==> config.mk <==
export PLATFORM = sky130hd
export DESIGN_NAME = phsp_port
export DESIGN_NICKNAME = d
export VERILOG_FILES = /design/src/design/phsp_pkg.sv /design/src/design/phsp_port.sv
export SDC_FILE = /design/constraint.sdc
export NUM_CORES = 2
export LEC_CHECK = 0
export BUFFER_PORTS_ARGS = -buffer_cell sky130_fd_sc_hd__buf_2
export CAP_MARGIN = 10
export CORE_MARGIN = 10
export CORE_UTILIZATION = 25
export DETAILED_ROUTE_END_ITERATION = 10
export PLACE_DENSITY = 0.39
export SYNTH_ARGS = -nofsm -noshare
export SYNTH_HDL_FRONTEND = slang
export SYNTH_SLANG_ARGS = --single-unit
export TNS_END_PERCENT = 20
==> constraint.sdc <==
create_clock -name clk -period 11 [get_ports clk]
set_input_delay 2.75 -clock clk [delete_from_list [all_inputs] [get_ports clk]]
set_output_delay 2.75 -clock clk [all_outputs]
set_load 0.02 [all_outputs]
==> src/design/phsp_pkg.sv <==
// Package of constants and types for the PCM highway serial port.
// Behaviour
// [RULE1] - Receive and transmit highway paths are timed independently with no phase relation.
// [RULE2] - The port runs 32-slot 2.048 Mbit/s framing and 24-slot 1.544 or 1.536 Mbit/s framing.
// [RULE3] - On a 4.096 Mbit/s highway only the even or only the odd slots are served.
// [RULE4] - A per-slot fill mask selects which bits of a slot are used, giving 64 to 8 kbit/s.
// [RULE5] - Any set of slots may be grouped into one logical channel of 8 kbit/s to 2.048 Mbit/s.
// [RULE6] - A sampled rising edge of the transmit sync marks the current transmit bit as the last.
// [RULE7] - A sampled rising edge of the receive sync marks the current receive bit as the first.
// [RULE8] - In 1.544 MHz framing the framing bit is ignored on receive and not driven on transmit.
// [RULE9] - Masked receive bits are dropped, except in transparent mode A where they read as ones.
// [RULE10] - The highway source gives each sync one rising and one falling edge per 125 us frame.
// [RULE11] - A complete loop mirrors all channels internally or externally.
// [RULE12] - A per-channel loop mirrors one selected channel internally or externally.
// [RULE13] - Up to 32 logical channels each have their own mode and slot allocation.
// [RULE14] - Subchanneling lets one slot be split among up to four devices by masked bits.
// [RULE15] - Transmit data is driven during active bits and released during inactive bits.
// [RULE16] - Serial paths are timed by their bit clocks and pass data through buffering.
package phsp_pkg;
   // Framing formats.
   typedef enum logic [1:0] {
      PHSP_FMT_2048 = 2'b00,
      PHSP_FMT_1544 = 2'b01,
      PHSP_FMT_1536 = 2'b10,
      PHSP_FMT_4096 = 2'b11
   } phsp_fmt_t;
   // Channel modes.
   typedef enum logic [1:0] {
      PHSP_MODE_HDLC = 2'b00,
      PHSP_MODE_TRANSPARENT_A = 2'b01,
      PHSP_MODE_TRANSPARENT_B = 2'b10,
      PHSP_MODE_TRANSPARENT_R = 2'b11
   } phsp_mode_t;
   // Loop types.
   typedef enum logic [2:0] {
      PHSP_LOOP_NONE = 3'b000,
      PHSP_LOOP_ALL_INT = 3'b001,
      PHSP_LOOP_ALL_EXT = 3'b010,
      PHSP_LOOP_CH_INT = 3'b011,
      PHSP_LOOP_CH_EXT = 3'b100
   } phsp_loop_t;
   localparam int PHSP_CHANNELS = 32;
   localparam int PHSP_SLOTS = 32;
   localparam logic [4:0] PHSP_SLOTS_24_LAST = 5'h17;
   localparam logic [4:0] PHSP_SLOTS_32_LAST = 5'h1f;
   // Register map, word offsets as byte addresses.
   localparam logic [7:0] PHSP_REG_CTRL = 8'h00;
   localparam logic [7:0] PHSP_REG_STAT = 8'h04;
   localparam logic [7:0] PHSP_REG_SLOT_SEL = 8'h08;
   localparam logic [7:0] PHSP_REG_SLOT_CFG = 8'h0c;
   localparam logic [7:0] PHSP_REG_CH_SEL = 8'h10;
   localparam logic [7:0] PHSP_REG_CH_MODE = 8'h14;
   localparam logic [7:0] PHSP_REG_TX_DATA = 8'h18;
   localparam logic [7:0] PHSP_REG_RX_DATA = 8'h1c;
   // Control register fields.
   localparam int PHSP_CTRL_EN = 0;
   localparam int PHSP_CTRL_FMT_LO = 1;
   localparam int PHSP_CTRL_ODD = 3;
   localparam int PHSP_CTRL_LOOP_LO = 4;
   localparam int PHSP_CTRL_LOOP_CH_LO = 8;
   localparam logic [31:0] PHSP_CTRL_RESET = 32'h0000_0000;
   // Slot config fields: bit 5 enable, bits 4:0 channel, bits 15:8 fill mask.
   localparam int PHSP_SLOT_EN = 5;
   localparam int PHSP_SLOT_MASK_LO = 8;
   localparam logic [7:0] PHSP_MASK_RESET = 8'hff;
   localparam int PHSP_SYNC_STAGES = 2;
   // One received slot byte with its channel.
   typedef struct packed {
      logic [4:0] channel;
      logic [7:0] bits;
      logic [7:0] valid;
   } phsp_word_t;
   typedef struct packed {
      logic en;
      logic [4:0] channel;
      logic [7:0] mask;
   } phsp_slot_t;
endpackage

==> src/design/phsp_port.sv <==
// Time-division serial port between channel logic and a PCM highway.
`timescale 1ns/1ps
module phsp_port #(
   parameter int FIFO_DEPTH = 2
) (
   // Clock and reset.
   input wire logic clk,
   input wire logic reset_n,
   // Register port.
   input wire logic [7:0] reg_addr,
   input wire logic [31:0] reg_wdata,
   input wire logic reg_write,
   input wire logic reg_read,
   output logic [31:0] reg_rdata,
   // Receive highway.
   input wire logic rx_bit_clock,
   input wire logic rx_frame_sync,
   input wire logic rx_data,
   // Transmit highway, enable low while driving.
   input wire logic tx_bit_clock,
   input wire logic tx_frame_sync,
   output logic tx_data,
   output logic tx_data_oe_n,
   // Received slot stream to the channel logic.
   output phsp_pkg::phsp_word_t rx_word,
   output logic rx_valid,
   input wire logic rx_ready
);
   logic [2:0] rclk_s, rsync_s, rdat_s, txclk_s, tsync_s;
   logic rclk_d, rsync_d, txclk_d, tsync_d;
   logic rx_rise, tx_fall, rsync_edge, tsync_edge;
   logic [8:0] rx_cur;
   logic [31:0] ctrl;
   phsp_pkg::phsp_slot_t slot_cfg [phsp_pkg::PHSP_SLOTS];
   phsp_pkg::phsp_mode_t ch_mode [phsp_pkg::PHSP_CHANNELS];
   logic [4:0] slot_sel, ch_sel;
   logic [7:0] tx_byte [phsp_pkg::PHSP_CHANNELS];
   logic [8:0] rx_pos, tx_pos;
   logic rx_fbit, tx_fbit, rx_act, tx_act;
   logic [5:0] rx_phys, tx_phys;
   logic [4:0] rx_slot, tx_slot;
   logic [2:0] rx_bit, tx_bit;
   logic [7:0] rx_sh, rx_vmask;
   logic rx_in, tx_out, loop_now_rx, loop_now_tx;
   logic rx_push, rx_full;
   logic [7:0] rx_overrun;
   phsp_pkg::phsp_word_t fifo [FIFO_DEPTH];
   logic [1:0] wr_ptr, rd_ptr, count;
   phsp_pkg::phsp_fmt_t fmt;
   phsp_pkg::phsp_loop_t loop_ty;
   logic [4:0] loop_ch;

   assign fmt = phsp_pkg::phsp_fmt_t'(ctrl[phsp_pkg::PHSP_CTRL_FMT_LO +: 2]);
   assign loop_ty = phsp_pkg::phsp_loop_t'(ctrl[phsp_pkg::PHSP_CTRL_LOOP_LO +: 3]);
   assign loop_ch = ctrl[phsp_pkg::PHSP_CTRL_LOOP_CH_LO +: 5];

   // Every pin passes two flops; the third stage only feeds edge detection.
   always_ff @(posedge clk or negedge reset_n) begin
      if (!reset_n) begin
         rclk_s <= 3'h0;
         rsync_s <= 3'h0;
         rdat_s <= 3'h0;
         txclk_s <= 3'h0;
         tsync_s <= 3'h0;
      end else begin
         rclk_s <= {rclk_s[1:0], rx_bit_clock};
         rsync_s <= {rsync_s[1:0], rx_frame_sync};
         rdat_s <= {rdat_s[1:0], rx_data};
         txclk_s <= {txclk_s[1:0], tx_bit_clock};
         tsync_s <= {tsync_s[1:0], tx_frame_sync};
      end
   end
   assign rclk_d = rclk_s[2];
   assign rsync_d = rsync_s[2];
   assign txclk_d = txclk_s[2];
   assign tsync_d = tsync_s[2];
   // Receive samples on the rising bit clock edge, transmit changes on the falling one.
   // Edges are found about three system clocks late, which leaves margin only while the
   // bit clock runs well below a tenth of the system clock.
   assign rx_rise = rclk_s[1] & ~rclk_d;
   assign tx_fall = ~txclk_s[1] & txclk_d;

   // Sync is sampled with the bit clock; one edge per frame is assumed. [RULE10]
   // Both registers reset low, matching an idle sync pin, so no false frame start follows reset.
   logic rsync_q, tsync_q;
   always_ff @(posedge clk or negedge reset_n) begin
      if (!reset_n) begin
         rsync_q <= 1'b0;
         tsync_q <= 1'b0;
      end else begin
         if (rx_rise) begin
            rsync_q <= rsync_d;
         end
         if (tx_fall) begin
            tsync_q <= tsync_d;
         end
      end
   end
   assign rsync_edge = rx_rise & rsync_d & ~rsync_q;
   assign tsync_edge = tx_fall & tsync_d & ~tsync_q;
   // The bit on the line when the sync rise is seen is bit zero itself, not the one after it.
   assign rx_cur = rsync_edge ? 9'h000 : rx_pos; // [RULE7]

   // Separate bit counters per direction keep the two frames unrelated. [RULE1]
   always_ff @(posedge clk or negedge reset_n) begin
      if (!reset_n) begin
         rx_pos <= 9'h000;
      end else if (rsync_edge) begin
         rx_pos <= 9'h001; // [RULE7]
      end else if (rx_rise) begin
         rx_pos <= rx_pos + 9'h001;
      end
   end
   always_ff @(posedge clk or negedge reset_n) begin
      if (!reset_n) begin
         tx_pos <= 9'h000;
      end else if (tsync_edge) begin
         tx_pos <= 9'h000; // [RULE6]
      end else if (tx_fall) begin
         tx_pos <= tx_pos + 9'h001;
      end
   end

   // Map a bit position to physical slot and bit; F bit leads 1.544 frames. [RULE2] [RULE8]
   function automatic logic [9:0] map_pos(input logic [8:0] pos, input phsp_pkg::phsp_fmt_t f);
      logic [8:0] p;
      p = pos;
      map_pos = {1'b0, p[8:3], p[2:0]};
      if (f == phsp_pkg::PHSP_FMT_1544) begin
         if (pos == 9'h000) begin
            map_pos = {1'b1, 9'h000};
         end else begin
            p = pos - 9'h001;
            map_pos = {1'b0, p[8:3], p[2:0]};
         end
      end
   endfunction

   always_comb begin
      {rx_fbit, rx_phys, rx_bit} = map_pos(rx_cur, fmt);
      {tx_fbit, tx_phys, tx_bit} = map_pos(tx_pos, fmt);
   end

   // In 4.096 mode only slots of the chosen parity belong to this port. [RULE3]
   function automatic logic slot_ok(input logic fb, input logic [5:0] ph,
                                    input phsp_pkg::phsp_fmt_t f, input logic odd);
      slot_ok = !fb;
      unique case (f)
         phsp_pkg::PHSP_FMT_4096: slot_ok = !fb && (ph[0] == odd);
         phsp_pkg::PHSP_FMT_2048: slot_ok = !fb && (ph[4:0] <= phsp_pkg::PHSP_SLOTS_32_LAST)
                                            && !ph[5];
         phsp_pkg::PHSP_FMT_1544,
         phsp_pkg::PHSP_FMT_1536: slot_ok = !fb && (ph[4:0] <= phsp_pkg::PHSP_SLOTS_24_LAST)
                                            && !ph[5];
      endcase
   endfunction

   always_comb begin
      rx_slot = (fmt == phsp_pkg::PHSP_FMT_4096) ? rx_phys[5:1] : rx_phys[4:0];
      tx_slot = (fmt == phsp_pkg::PHSP_FMT_4096) ? tx_phys[5:1] : tx_phys[4:0];
      // Fill mask bit gates each bit, which also splits a slot among devices. [RULE4] [RULE14]
      rx_act = ctrl[phsp_pkg::PHSP_CTRL_EN]
               && slot_ok(rx_fbit, rx_phys, fmt, ctrl[phsp_pkg::PHSP_CTRL_ODD])
               && slot_cfg[rx_slot].en && slot_cfg[rx_slot].mask[3'h7 - rx_bit];
      tx_act = ctrl[phsp_pkg::PHSP_CTRL_EN]
               && slot_ok(tx_fbit, tx_phys, fmt, ctrl[phsp_pkg::PHSP_CTRL_ODD])
               && slot_cfg[tx_slot].en && slot_cfg[tx_slot].mask[3'h7 - tx_bit];
      loop_now_tx = (loop_ty == phsp_pkg::PHSP_LOOP_ALL_EXT)
                    || (loop_ty == phsp_pkg::PHSP_LOOP_CH_EXT
                        && slot_cfg[tx_slot].channel == loop_ch);
      loop_now_rx = (loop_ty == phsp_pkg::PHSP_LOOP_ALL_INT)
                    || (loop_ty == phsp_pkg::PHSP_LOOP_CH_INT
                        && slot_cfg[rx_slot].channel == loop_ch);
      // Loops: internal feeds transmit bits back in, external echoes received bits. [RULE11] [RULE12]
      // The internal loop reads the transmit register as it stands when a receive bit is
      // sampled, so it mirrors cleanly only when both highway clocks run at one rate.
      rx_in = loop_now_rx ? tx_data : rdat_s[1];
      tx_out = loop_now_tx ? rdat_s[1] : tx_byte[slot_cfg[tx_slot].channel][3'h7 - tx_bit];
   end

   // Transmit pin: driven on active bits only, released on F bit and masked bits. [RULE15] [RULE8]
   // After reset the pin idles released, so a shared highway sees no stray drive.
   always_ff @(posedge clk or negedge reset_n) begin
      if (!reset_n) begin
         tx_data <= 1'b1;
         tx_data_oe_n <= 1'b1;
      end else if (tx_fall) begin
         tx_data <= tx_out;
         tx_data_oe_n <= !tx_act;
      end
   end

   // Receive shift: masked bits are ones in mode A, else flagged invalid. [RULE9] [RULE5]
   always_ff @(posedge clk or negedge reset_n) begin
      if (!reset_n) begin
         rx_sh <= 8'h00;
         rx_vmask <= 8'h00;
      end else if (rx_rise && !rx_fbit) begin
         rx_sh[3'h7 - rx_bit] <= rx_act ? rx_in : 1'b1;
         rx_vmask[3'h7 - rx_bit] <= rx_act
            || ch_mode[slot_cfg[rx_slot].channel] == phsp_pkg::PHSP_MODE_TRANSPARENT_A;
      end
   end
   assign rx_push = rx_rise && !rx_fbit && rx_bit == 3'h7 && ctrl[phsp_pkg::PHSP_CTRL_EN]
                    && slot_ok(rx_fbit, rx_phys, fmt, ctrl[phsp_pkg::PHSP_CTRL_ODD])
                    && slot_cfg[rx_slot].en;
   assign rx_full = (count == 2'(FIFO_DEPTH));

   // Slot words queue toward the channel logic so a short stall loses nothing. [RULE16] [RULE13]
   // The output register holds the queue head, so two words ride out a stall; a longer
   // stall drops new words and counts them, since the highway cannot be paused.
   always_ff @(posedge clk or negedge reset_n) begin
      if (!reset_n) begin
         wr_ptr <= 2'h0;
         rd_ptr <= 2'h0;
         count <= 2'h0;
         rx_overrun <= 8'h00;
      end else begin
         if (rx_push && !rx_full) begin
            fifo[wr_ptr[0]] <= '{channel: slot_cfg[rx_slot].channel,
                                 bits: {rx_sh[7:1], rx_act ? rx_in : 1'b1},
                                 valid: {rx_vmask[7:1], rx_act
                                    || ch_mode[slot_cfg[rx_slot].channel]
                                       == phsp_pkg::PHSP_MODE_TRANSPARENT_A}};
            wr_ptr <= wr_ptr + 2'h1;
         end
         if (rx_push && rx_full && rx_overrun != 8'hff) begin
            rx_overrun <= rx_overrun + 8'h01;
         end
         if (rx_valid && rx_ready) begin
            rd_ptr <= rd_ptr + 2'h1;
         end
         count <= count + 2'((rx_push && !rx_full) ? 1 : 0)
                  - 2'((rx_valid && rx_ready) ? 1 : 0);
      end
   end

   // Output stage registered from the queue head.
   // Loading only when empty or accepted keeps the word stable while the sink stalls.
   always_ff @(posedge clk or negedge reset_n) begin
      if (!reset_n) begin
         rx_valid <= 1'b0;
         rx_word <= '0;
      end else if (!rx_valid || rx_ready) begin
         rx_valid <= (count > 2'(rx_valid && rx_ready ? 1 : 0));
         rx_word <= fifo[rx_valid && rx_ready ? !rd_ptr[0] : rd_ptr[0]];
      end
   end

   // Register writes: slot assignment, channel mode, per-channel transmit byte. [RULE13]
   // Slot and channel tables are reached through select registers, which keeps the map small
   // at the cost of two writes per table entry.
   always_ff @(posedge clk or negedge reset_n) begin
      if (!reset_n) begin
         ctrl <= phsp_pkg::PHSP_CTRL_RESET;
         slot_sel <= 5'h00;
         ch_sel <= 5'h00;
         for (int i = 0; i < phsp_pkg::PHSP_SLOTS; i++) begin
            slot_cfg[i] <= '{en: 1'b0, channel: 5'h00, mask: phsp_pkg::PHSP_MASK_RESET};
         end
         for (int i = 0; i < phsp_pkg::PHSP_CHANNELS; i++) begin
            ch_mode[i] <= phsp_pkg::PHSP_MODE_HDLC;
            tx_byte[i] <= 8'hff;
         end
      end else if (reg_write) begin
         unique case (reg_addr)
            phsp_pkg::PHSP_REG_CTRL: ctrl <= reg_wdata;
            phsp_pkg::PHSP_REG_SLOT_SEL: slot_sel <= reg_wdata[4:0];
            phsp_pkg::PHSP_REG_SLOT_CFG: slot_cfg[slot_sel] <= '{
               en: reg_wdata[phsp_pkg::PHSP_SLOT_EN], channel: reg_wdata[4:0],
               mask: reg_wdata[phsp_pkg::PHSP_SLOT_MASK_LO +: 8]};
            phsp_pkg::PHSP_REG_CH_SEL: ch_sel <= reg_wdata[4:0];
            phsp_pkg::PHSP_REG_CH_MODE: ch_mode[ch_sel] <= phsp_pkg::phsp_mode_t'(reg_wdata[1:0]);
            phsp_pkg::PHSP_REG_TX_DATA: tx_byte[ch_sel] <= reg_wdata[7:0];
            default: ;
         endcase
      end
   end

   // Reads answer the cycle after the strobe; unmapped addresses read zero.
   always_ff @(posedge clk or negedge reset_n) begin
      if (!reset_n) begin
         reg_rdata <= 32'h0000_0000;
      end else if (reg_read) begin
         unique case (reg_addr)
            phsp_pkg::PHSP_REG_CTRL: reg_rdata <= ctrl;
            // Status: overrun count, receive slot and the low bits of the transmit position.
            phsp_pkg::PHSP_REG_STAT: reg_rdata <= {8'h00, rx_overrun, 3'h0, rx_slot,
                                                   tx_pos[7:0]};
            phsp_pkg::PHSP_REG_SLOT_SEL: reg_rdata <= {27'h000_0000, slot_sel};
            phsp_pkg::PHSP_REG_SLOT_CFG: reg_rdata <= {16'h0000, slot_cfg[slot_sel].mask,
                                                       2'h0, slot_cfg[slot_sel].en,
                                                       slot_cfg[slot_sel].channel};
            phsp_pkg::PHSP_REG_CH_SEL: reg_rdata <= {27'h000_0000, ch_sel};
            phsp_pkg::PHSP_REG_CH_MODE: reg_rdata <= {30'h0000_0000, ch_mode[ch_sel]};
            phsp_pkg::PHSP_REG_TX_DATA: reg_rdata <= {24'h00_0000, tx_byte[ch_sel]};
            default: reg_rdata <= 32'h0000_0000;
         endcase
      end else begin
         reg_rdata <= 32'h0000_0000;
      end
   end
endmodule

# Yosys cells after proc, flatten, opt, wreduce, memory -nomap -nowiden
# Memory sizes are Yosys's and may differ from the RTL's. A register that Yosys moved wholly into a read port is not among the register bits.
# Cells that the tools add are included.
dict set report word_totals {
  regBits 909
  latchBits 0
  ram_bits 42
  romBits 0
  input_bits 50
  output_inout_bits 56
  elab_cells 367
  n_memories 1
}
dict set report op_classes {
  add_sub_neg 11
  mul 0
  div_mod_pow 0
  order_cmp 16
  eq_ne 21
  shifts 0
  mux 63
  n_bitwise 16
  n_reduce_logical 57
}
# memory words word_bits read_ports rd_ports_with_merged_regs wr line
set memory_table {}
lappend memory_table {fifo 2 21 1 1 1 phsp_port.sv:47} ;# phsp_pkg::phsp_word_t fifo [FIFO_DEPTH];
# operator n
set ops {}
lappend ops {{bitwise mux 448 bit} 1}
lappend ops {{bitwise mux 256 bit} 1}
lappend ops {{case mux 32 bit (7 select lines)} 1}
lappend ops {{binary-select mux 14 bit (select 5 bit)} 3}
lappend ops {{2-to-1 mux 14 bit} 7}
lappend ops {{binary-select mux 8 bit (select 5 bit)} 2}
lappend ops {{demux 14 bit (select 5 bit)} 1}
lappend ops {{bitwise mux 64 bit} 1}
lappend ops {{2-to-1 mux 9 bit} 5}
lappend ops {{demux 8 bit (select 5 bit)} 1}
lappend ops {{2-to-1 mux 10 bit} 4}
lappend ops {{2-to-1 mux 8 bit} 5}
lappend ops {{>= comparator 6 bit, second input constant} 6}
lappend ops {{NOT 5 -> 6 bit} 6}
lappend ops {{2-to-1 mux 32 bit} 1}
lappend ops {{logical AND 1 bit} 31}
lappend ops {{== test 8 x 5 -> 1 bit, second input constant} 3}
lappend ops {{binary-select mux 2 bit (select 5 bit)} 2}
lappend ops {{<= comparator 5 bit, second input constant} 4}
lappend ops {{adder 9 x 1 -> 9 bit, second input constant} 2}
lappend ops {{logical NOT 9 bit} 2}
lappend ops {{subtractor 9 x 1 -> 9 bit, second input constant} 2}
lappend ops {{bitwise mux 8 bit} 2}
lappend ops {{== test 8 x 4 -> 1 bit, second input constant} 2}
lappend ops {{34 further kinds} 89}

# Logic depth before layout (Yosys ltp)
dict set report logic_depth {
  depth_word 20
  depth_mapped 27
  depth_no_buf 22
}

# Worst setup path before layout
# Ideal clock, no wire load.
dict set report synth_path {
  path_type {input-to-reg}
  startpoint {input reg_addr[0]}
  endpoint {register slot_cfg[148] in the netlist's numbering}
  setup_time_ns 0.125
  arrival_time_ns 5.183
  required_time_ns 10.875
  path_slack_ns 5.693
  cell_stages 10
  n_path_buf 1
  path_cell_list {or4_1 nor2_1 nand2_1 nor2_1 nand2_1 nor2_1 nand2_1 nor2_1 clkbuf_1 mux2_2}
}
dict set report synth_via {
  elab_chain_cells 2
}
# element line
set synth_rtl {}
lappend synth_rtl {{start, declared} phsp_port.sv:10} ;# input wire logic [7:0] reg_addr,
lappend synth_rtl {{== test 8 x 4 -> 1 bit} phsp_port.sv:266} ;# unique case (reg_addr)
lappend synth_rtl {{AND reduction 2 bit (no line)} -}
lappend synth_rtl {{end signal, assigned by index} phsp_port.sv:259} ;# slot_cfg[i] <= '{en: 1'b0, channel: 5'h00, mask: phsp_pkg::PHSP_MASK_RESET};
lappend synth_rtl {{end signal, assigned by index} phsp_port.sv:269} ;# phsp_pkg::PHSP_REG_SLOT_CFG: slot_cfg[slot_sel] <= '{
lappend synth_rtl {{end, declared} phsp_port.sv:34} ;# phsp_pkg::phsp_slot_t slot_cfg [phsp_pkg::PHSP_SLOTS];
# Every way passes these cells.
# A chain may end at the register's enable or synchronous reset.

# Worst setup path in the final report
dict set report layout_path {
  startpoint {register ctrl[2]}
  endpoint {register tx_data}
}
dict set report layout_via {
  elab_chain_cells 14
  word_cells_on_any_way 19
  cone_classes {1 x add/sub; 3 x eq/ne; 11 x mux; 2 x bitwise; 2 x reduce/logical}
}
# element line
set layout_rtl {}
lappend layout_rtl {{start, declared} phsp_port.sv:33} ;# logic [31:0] ctrl;
lappend layout_rtl {{start signal, assigned} phsp_port.sv:255} ;# ctrl <= phsp_pkg::PHSP_CTRL_RESET;
lappend layout_rtl {{start signal, assigned} phsp_port.sv:267} ;# phsp_pkg::PHSP_REG_CTRL: ctrl <= reg_wdata;
lappend layout_rtl {{== test 2 x 1 -> 1 bit} phsp_port.sv:129} ;# if (f == phsp_pkg::PHSP_FMT_1544) begin
lappend layout_rtl {{2-to-1 mux 10 bit} phsp_port.sv:129}
lappend layout_rtl {{2-to-1 mux 5 bit} phsp_port.sv:160} ;# tx_slot = (fmt == phsp_pkg::PHSP_FMT_4096) ? tx_phys[5:1] : tx_phys[4:0];
lappend layout_rtl {{NOT 5 -> 6 bit (implied by the code)} {phsp_port.sv:170, phsp_port.sv:178}}
lappend layout_rtl {{binary-select mux 14 bit (select 5 bit)} {phsp_port.sv:170, phsp_port.sv:178}}
lappend layout_rtl {{2-to-1 mux 14 bit (implied by the code) (2 in series)} {phsp_port.sv:170, phsp_port.sv:178}}
lappend layout_rtl {{NOT 5 -> 6 bit (implied by the code)} phsp_port.sv:178} ;# tx_out = loop_now_tx ? rdat_s[1] : tx_byte[slot_cfg[tx_slot].channel][3'h7 - tx_bit];
lappend layout_rtl {{binary-select mux 8 bit (select 5 bit)} phsp_port.sv:178}
lappend layout_rtl {{2-to-1 mux 8 bit (implied by the code) (2 in series)} phsp_port.sv:178}
lappend layout_rtl {{binary-select mux 1 bit (select 3 bit)} phsp_port.sv:178}
lappend layout_rtl {{2-to-1 mux 1 bit (implied by the code)} phsp_port.sv:178}
lappend layout_rtl {{2-to-1 mux 1 bit (*)} phsp_port.sv:178}
lappend layout_rtl {{end signal, assigned} phsp_port.sv:188} ;# tx_data <= tx_out;
lappend layout_rtl {{end, declared} phsp_port.sv:22} ;# output logic tx_data,
# Every way passes the cells marked *; elsewhere a longest branch is shown, timed or not. The select of a mux whose other input is x is not followed.

==> qor.yml <==
outcome: "finished, final reports clean"
max_clock_freq_ghz: 0.132
synth_top_area_share_pct: 24.3
hold_depth: 0
critPathMaxFanout: 62
drt-total-wl_um: 230000
relSlewSlack_pct: 15.9
synth-seq-area-share_pct: 45.2
hold_buffers: 0
gp_congestion: 0.830
cts_max_path_buffers: 3
wl_per_cell_um: 28.8
yosys_warnings: 0
grt_pass1_wl_um: 331000
finalHoldViolations: 0
vias_per_cell: 5.40
ys_ff_latch: 968
arrival_ns: 8.26
ant_nets: 0
criticalPathCategory: "reg -> reg"
vias: 43122
gr-total-overflow: 0
worst_setup_path_end_kind: "flop"
synth_edf_count: 42
area_growth_syn_to_layout_pct: 14.2
reg2reg_to: "tx_data$_DFFE_PN1P_"
holdPathEnd: "rsync_s[2]$_DFF_PN0_"
ioPinCount: 106
yosys.area.top_type: "dfstp_2"
ctsResizeCount: 0
ys_types: 94
multi_input_area_um2: 28700
register_area_um2: 25100
antenna_found_initial: 15
pre_cts_ws_ns: 3.44
setup_tns_ns: 0
async_reset_ff_share_pct: 95.7
clk_latency_ns: 0.79
path_clk_slew_ns: 0.06
nNetsFinal: 4983
p_leak_nw: 24.2
clock_sinks: 968
max_cap_viol_count: 0
setup_viol: 0
drive_gt1_share_pct: 41.0
drtIter0Drc: 4152
start_kind: "flop"
portBuffers: 105
placed_area_um2: 59200
synth_common_cells: "1,000 x nand2_1, 831 x mux2_2, 514 x dfstp_2, 412 x dfrtp_1, 280 x nand3_1"
postCtsSetupBuffers: 0
dp_hpwl_um: 143000
track_usage_pct: 18.3
grt_pass1_vias: 42411
avgSynthCellArea_um2: 11.1
core_area_um2: 220000
yosysMostFrequentCell: "nand2_1"
die_height_um: 491
rsz0062_at_grt: "false"
n_fill_cell: 22769
worst_pin_slew_ns: 1.26
grt_start_max_net_pins: 177
rrSetupSlack_ns: 3.42
critical_path_required_ns: 11.67
syn_nets: 5062
r2r_start: "ctrl[2]$_DFFE_PN0P_"
ir_drop_uv: 128
finalCritPeriodShare_pct: 68.9
drv_slew: 0
die_x_um: 491
h-tree-depth: 3
min_period_ns: 7.58
dr.pass1.iters: 6
synth_ff_type: "dfstp_2"
start_util_pct: 25.2
fin_ws_ns: 3.42
holdCritStartpoint: "rsync_s[1]$_DFF_PN0_"
rows: 172
die_area_um2: 241000
synth_area_leaders: "dfstp_2 24%, dfrtp_1 19%, mux2_2 17%, mux4_2 8.6%, nand2_1 6.8%"
hp-class: "reg -> reg"
finClkSkew_ns: 0.0550
syn_area_um2: 55500
worstRegToRegCells: 19
cts_tree: "done"
synthCells: 5002
cts-root-buf: "clkbuf_16"
powerDensity_nw_per_um2: 155
finalInstanceArea_um2: 63400
power_mw: 9.81
numCtsBuffers: 119
drc: 0
[power by group]
group / switching, mW / internal, mW
registers: 0.119 / 3.70
logic: 1.33 / 0.459
clock network: 1.70 / 2.50
[sequential cells by signal, indices dropped and copies added, names as in the netlist, 2 cells and up]
name	flops
tx_byte	256
tsync_s	3
rx_overrun	8
rclk_s	3
txclk_s	3
rsync_s	3
rx_word	21
rx_pos	9
fifo	42
tx_pos	9
rdat_s	2
rx_vmask	7
reg_rdata	32
slot_cfg	448
slot_sel	5
count	2
ch_sel	5
ch_mode	64
ctrl	32
rx_sh	7
[cell families (layout without fill, tap and decap cells)]
kind of cell             after synthesis  after routing  synth area share, %
AO/OA/AOI/OAI                        620            620                 8.31
AND/OR/NAND/NOR                     1679           1679                 13.5
buffers and inverters                476            499                 3.64
adder cells (fa/ha/maj)               11             11                0.243
other                                  0              4                    0
flip-flops                           968            968                 45.2
multiplexers                        1214           1214                 28.6
XOR/XNOR                              34             34                0.536
[critical path: stages (launching register included)]
cell and delay (ns):
dfrtp_1 0.41, inv_1 0.07, ha_1 0.65, nor4bb_1 0.74, mux2i_1 0.45, o21a_4 0.79, buf_4 0.73, a21oi_1 0.15
a221oi_1 0.40, o21ai_0 0.12, nand4_1 0.20, buf_4 0.52, and2_1 0.85, o211ai_1 0.21, o2111ai_1 0.20, nand3_1 0.11
a211oi_1 0.38, a2111oi_1 0.10, a21oi_1 0.21, a21oi_1 0.09
[worst max path at each step]
stage | from | endpoint | slack (ns) | cells past startpoint
4_1_cts | ctrl[2]$_DFFE_PN0P_ | tx_data$_DFFE_PN1P_ | 3.40 | 19
5_1_grt | ctrl[2]$_DFFE_PN0P_ | tx_data$_DFFE_PN1P_ | 3.06 | 19
2_1_floorplan | reg_addr[0] | slot_cfg[148]$_DFFE_PN0P_ | 5.69 | 10
3_5_place_dp | ctrl[2]$_DFFE_PN0P_ | tx_data$_DFFE_PN1P_ | 3.44 | 19
6_report | ctrl[2]$_DFFE_PN0P_ | tx_data$_DFFE_PN1P_ | 3.42 | 19
3_3_place_gp | ctrl[2]$_DFFE_PN0P_ | tx_data$_DFFE_PN1P_ | 3.72 | 18
[cell usage in the layout, fill, tap and decap left out, drive strengths merged, types with 21 or more instances in the layout]
| cell type | synthesis | final |
|---|---|---|
| mux2 | 831 | 831 |
| edfxtp | 42 | 42 |
| nand4 | 41 | 41 |
| a311oi | 125 | 125 |
| mux2i | 170 | 170 |
| dfrtp | 412 | 412 |
| nand2 | 1001 | 1001 |
| nand2b | 24 | 24 |
| buf | 163 | 236 |
| nor3 | 26 | 26 |
| nor2 | 102 | 102 |
| clkinv | 0 | 21 |
| nand3 | 280 | 280 |
| mux4 | 213 | 213 |
| a21oi | 67 | 67 |
| inv | 40 | 44 |
| a22oi | 123 | 123 |
| a31oi | 47 | 47 |
| dfstp | 514 | 514 |
| and3 | 107 | 107 |
| o21ai | 90 | 90 |
| clkbuf | 273 | 181 |
[routing by layer]
| layer | part of all wire, % | track usage, % | up-vias |
|---|---|---|---|
| met5 | 0.018 | 0 | - |
| met1 | 46 | 26.2 | 22633 |
| met2 | 44 | 27.8 | 1845 |
| met3 | 7.0 | 3.17 | 357 |
| li1 | - | - | 18279 |
| met4 | 3.5 | 6.25 | 8 |
[metrics by stage]
step                      hold slack (ns)  utilization [%]  cells
after floorplan                     0.331                -   5002
after global routing                0.367             28.8   7984
after CTS                           0.362             28.7   7980
after global placement              0.339             26.9   7757
after detailed placement            0.341             26.9   7757
final                               0.357             28.8   7987
[cell type report]
| class | instances | area share (%) |
|---|---|---|
| inverters | 40 | 0.237 |
| clock buffers | 181 | 5.48 |
| multi-input cells | 3558 | 45.3 |
| flip-flops and latches | 968 | 39.6 |
| well taps | 2958 | 5.84 |
| repair buffers | 236 | 2.58 |
| clock inverters | 42 | 0.993 |
| diodes | 4 | 0.0158 |
Power figures use the tool's default switching activity.
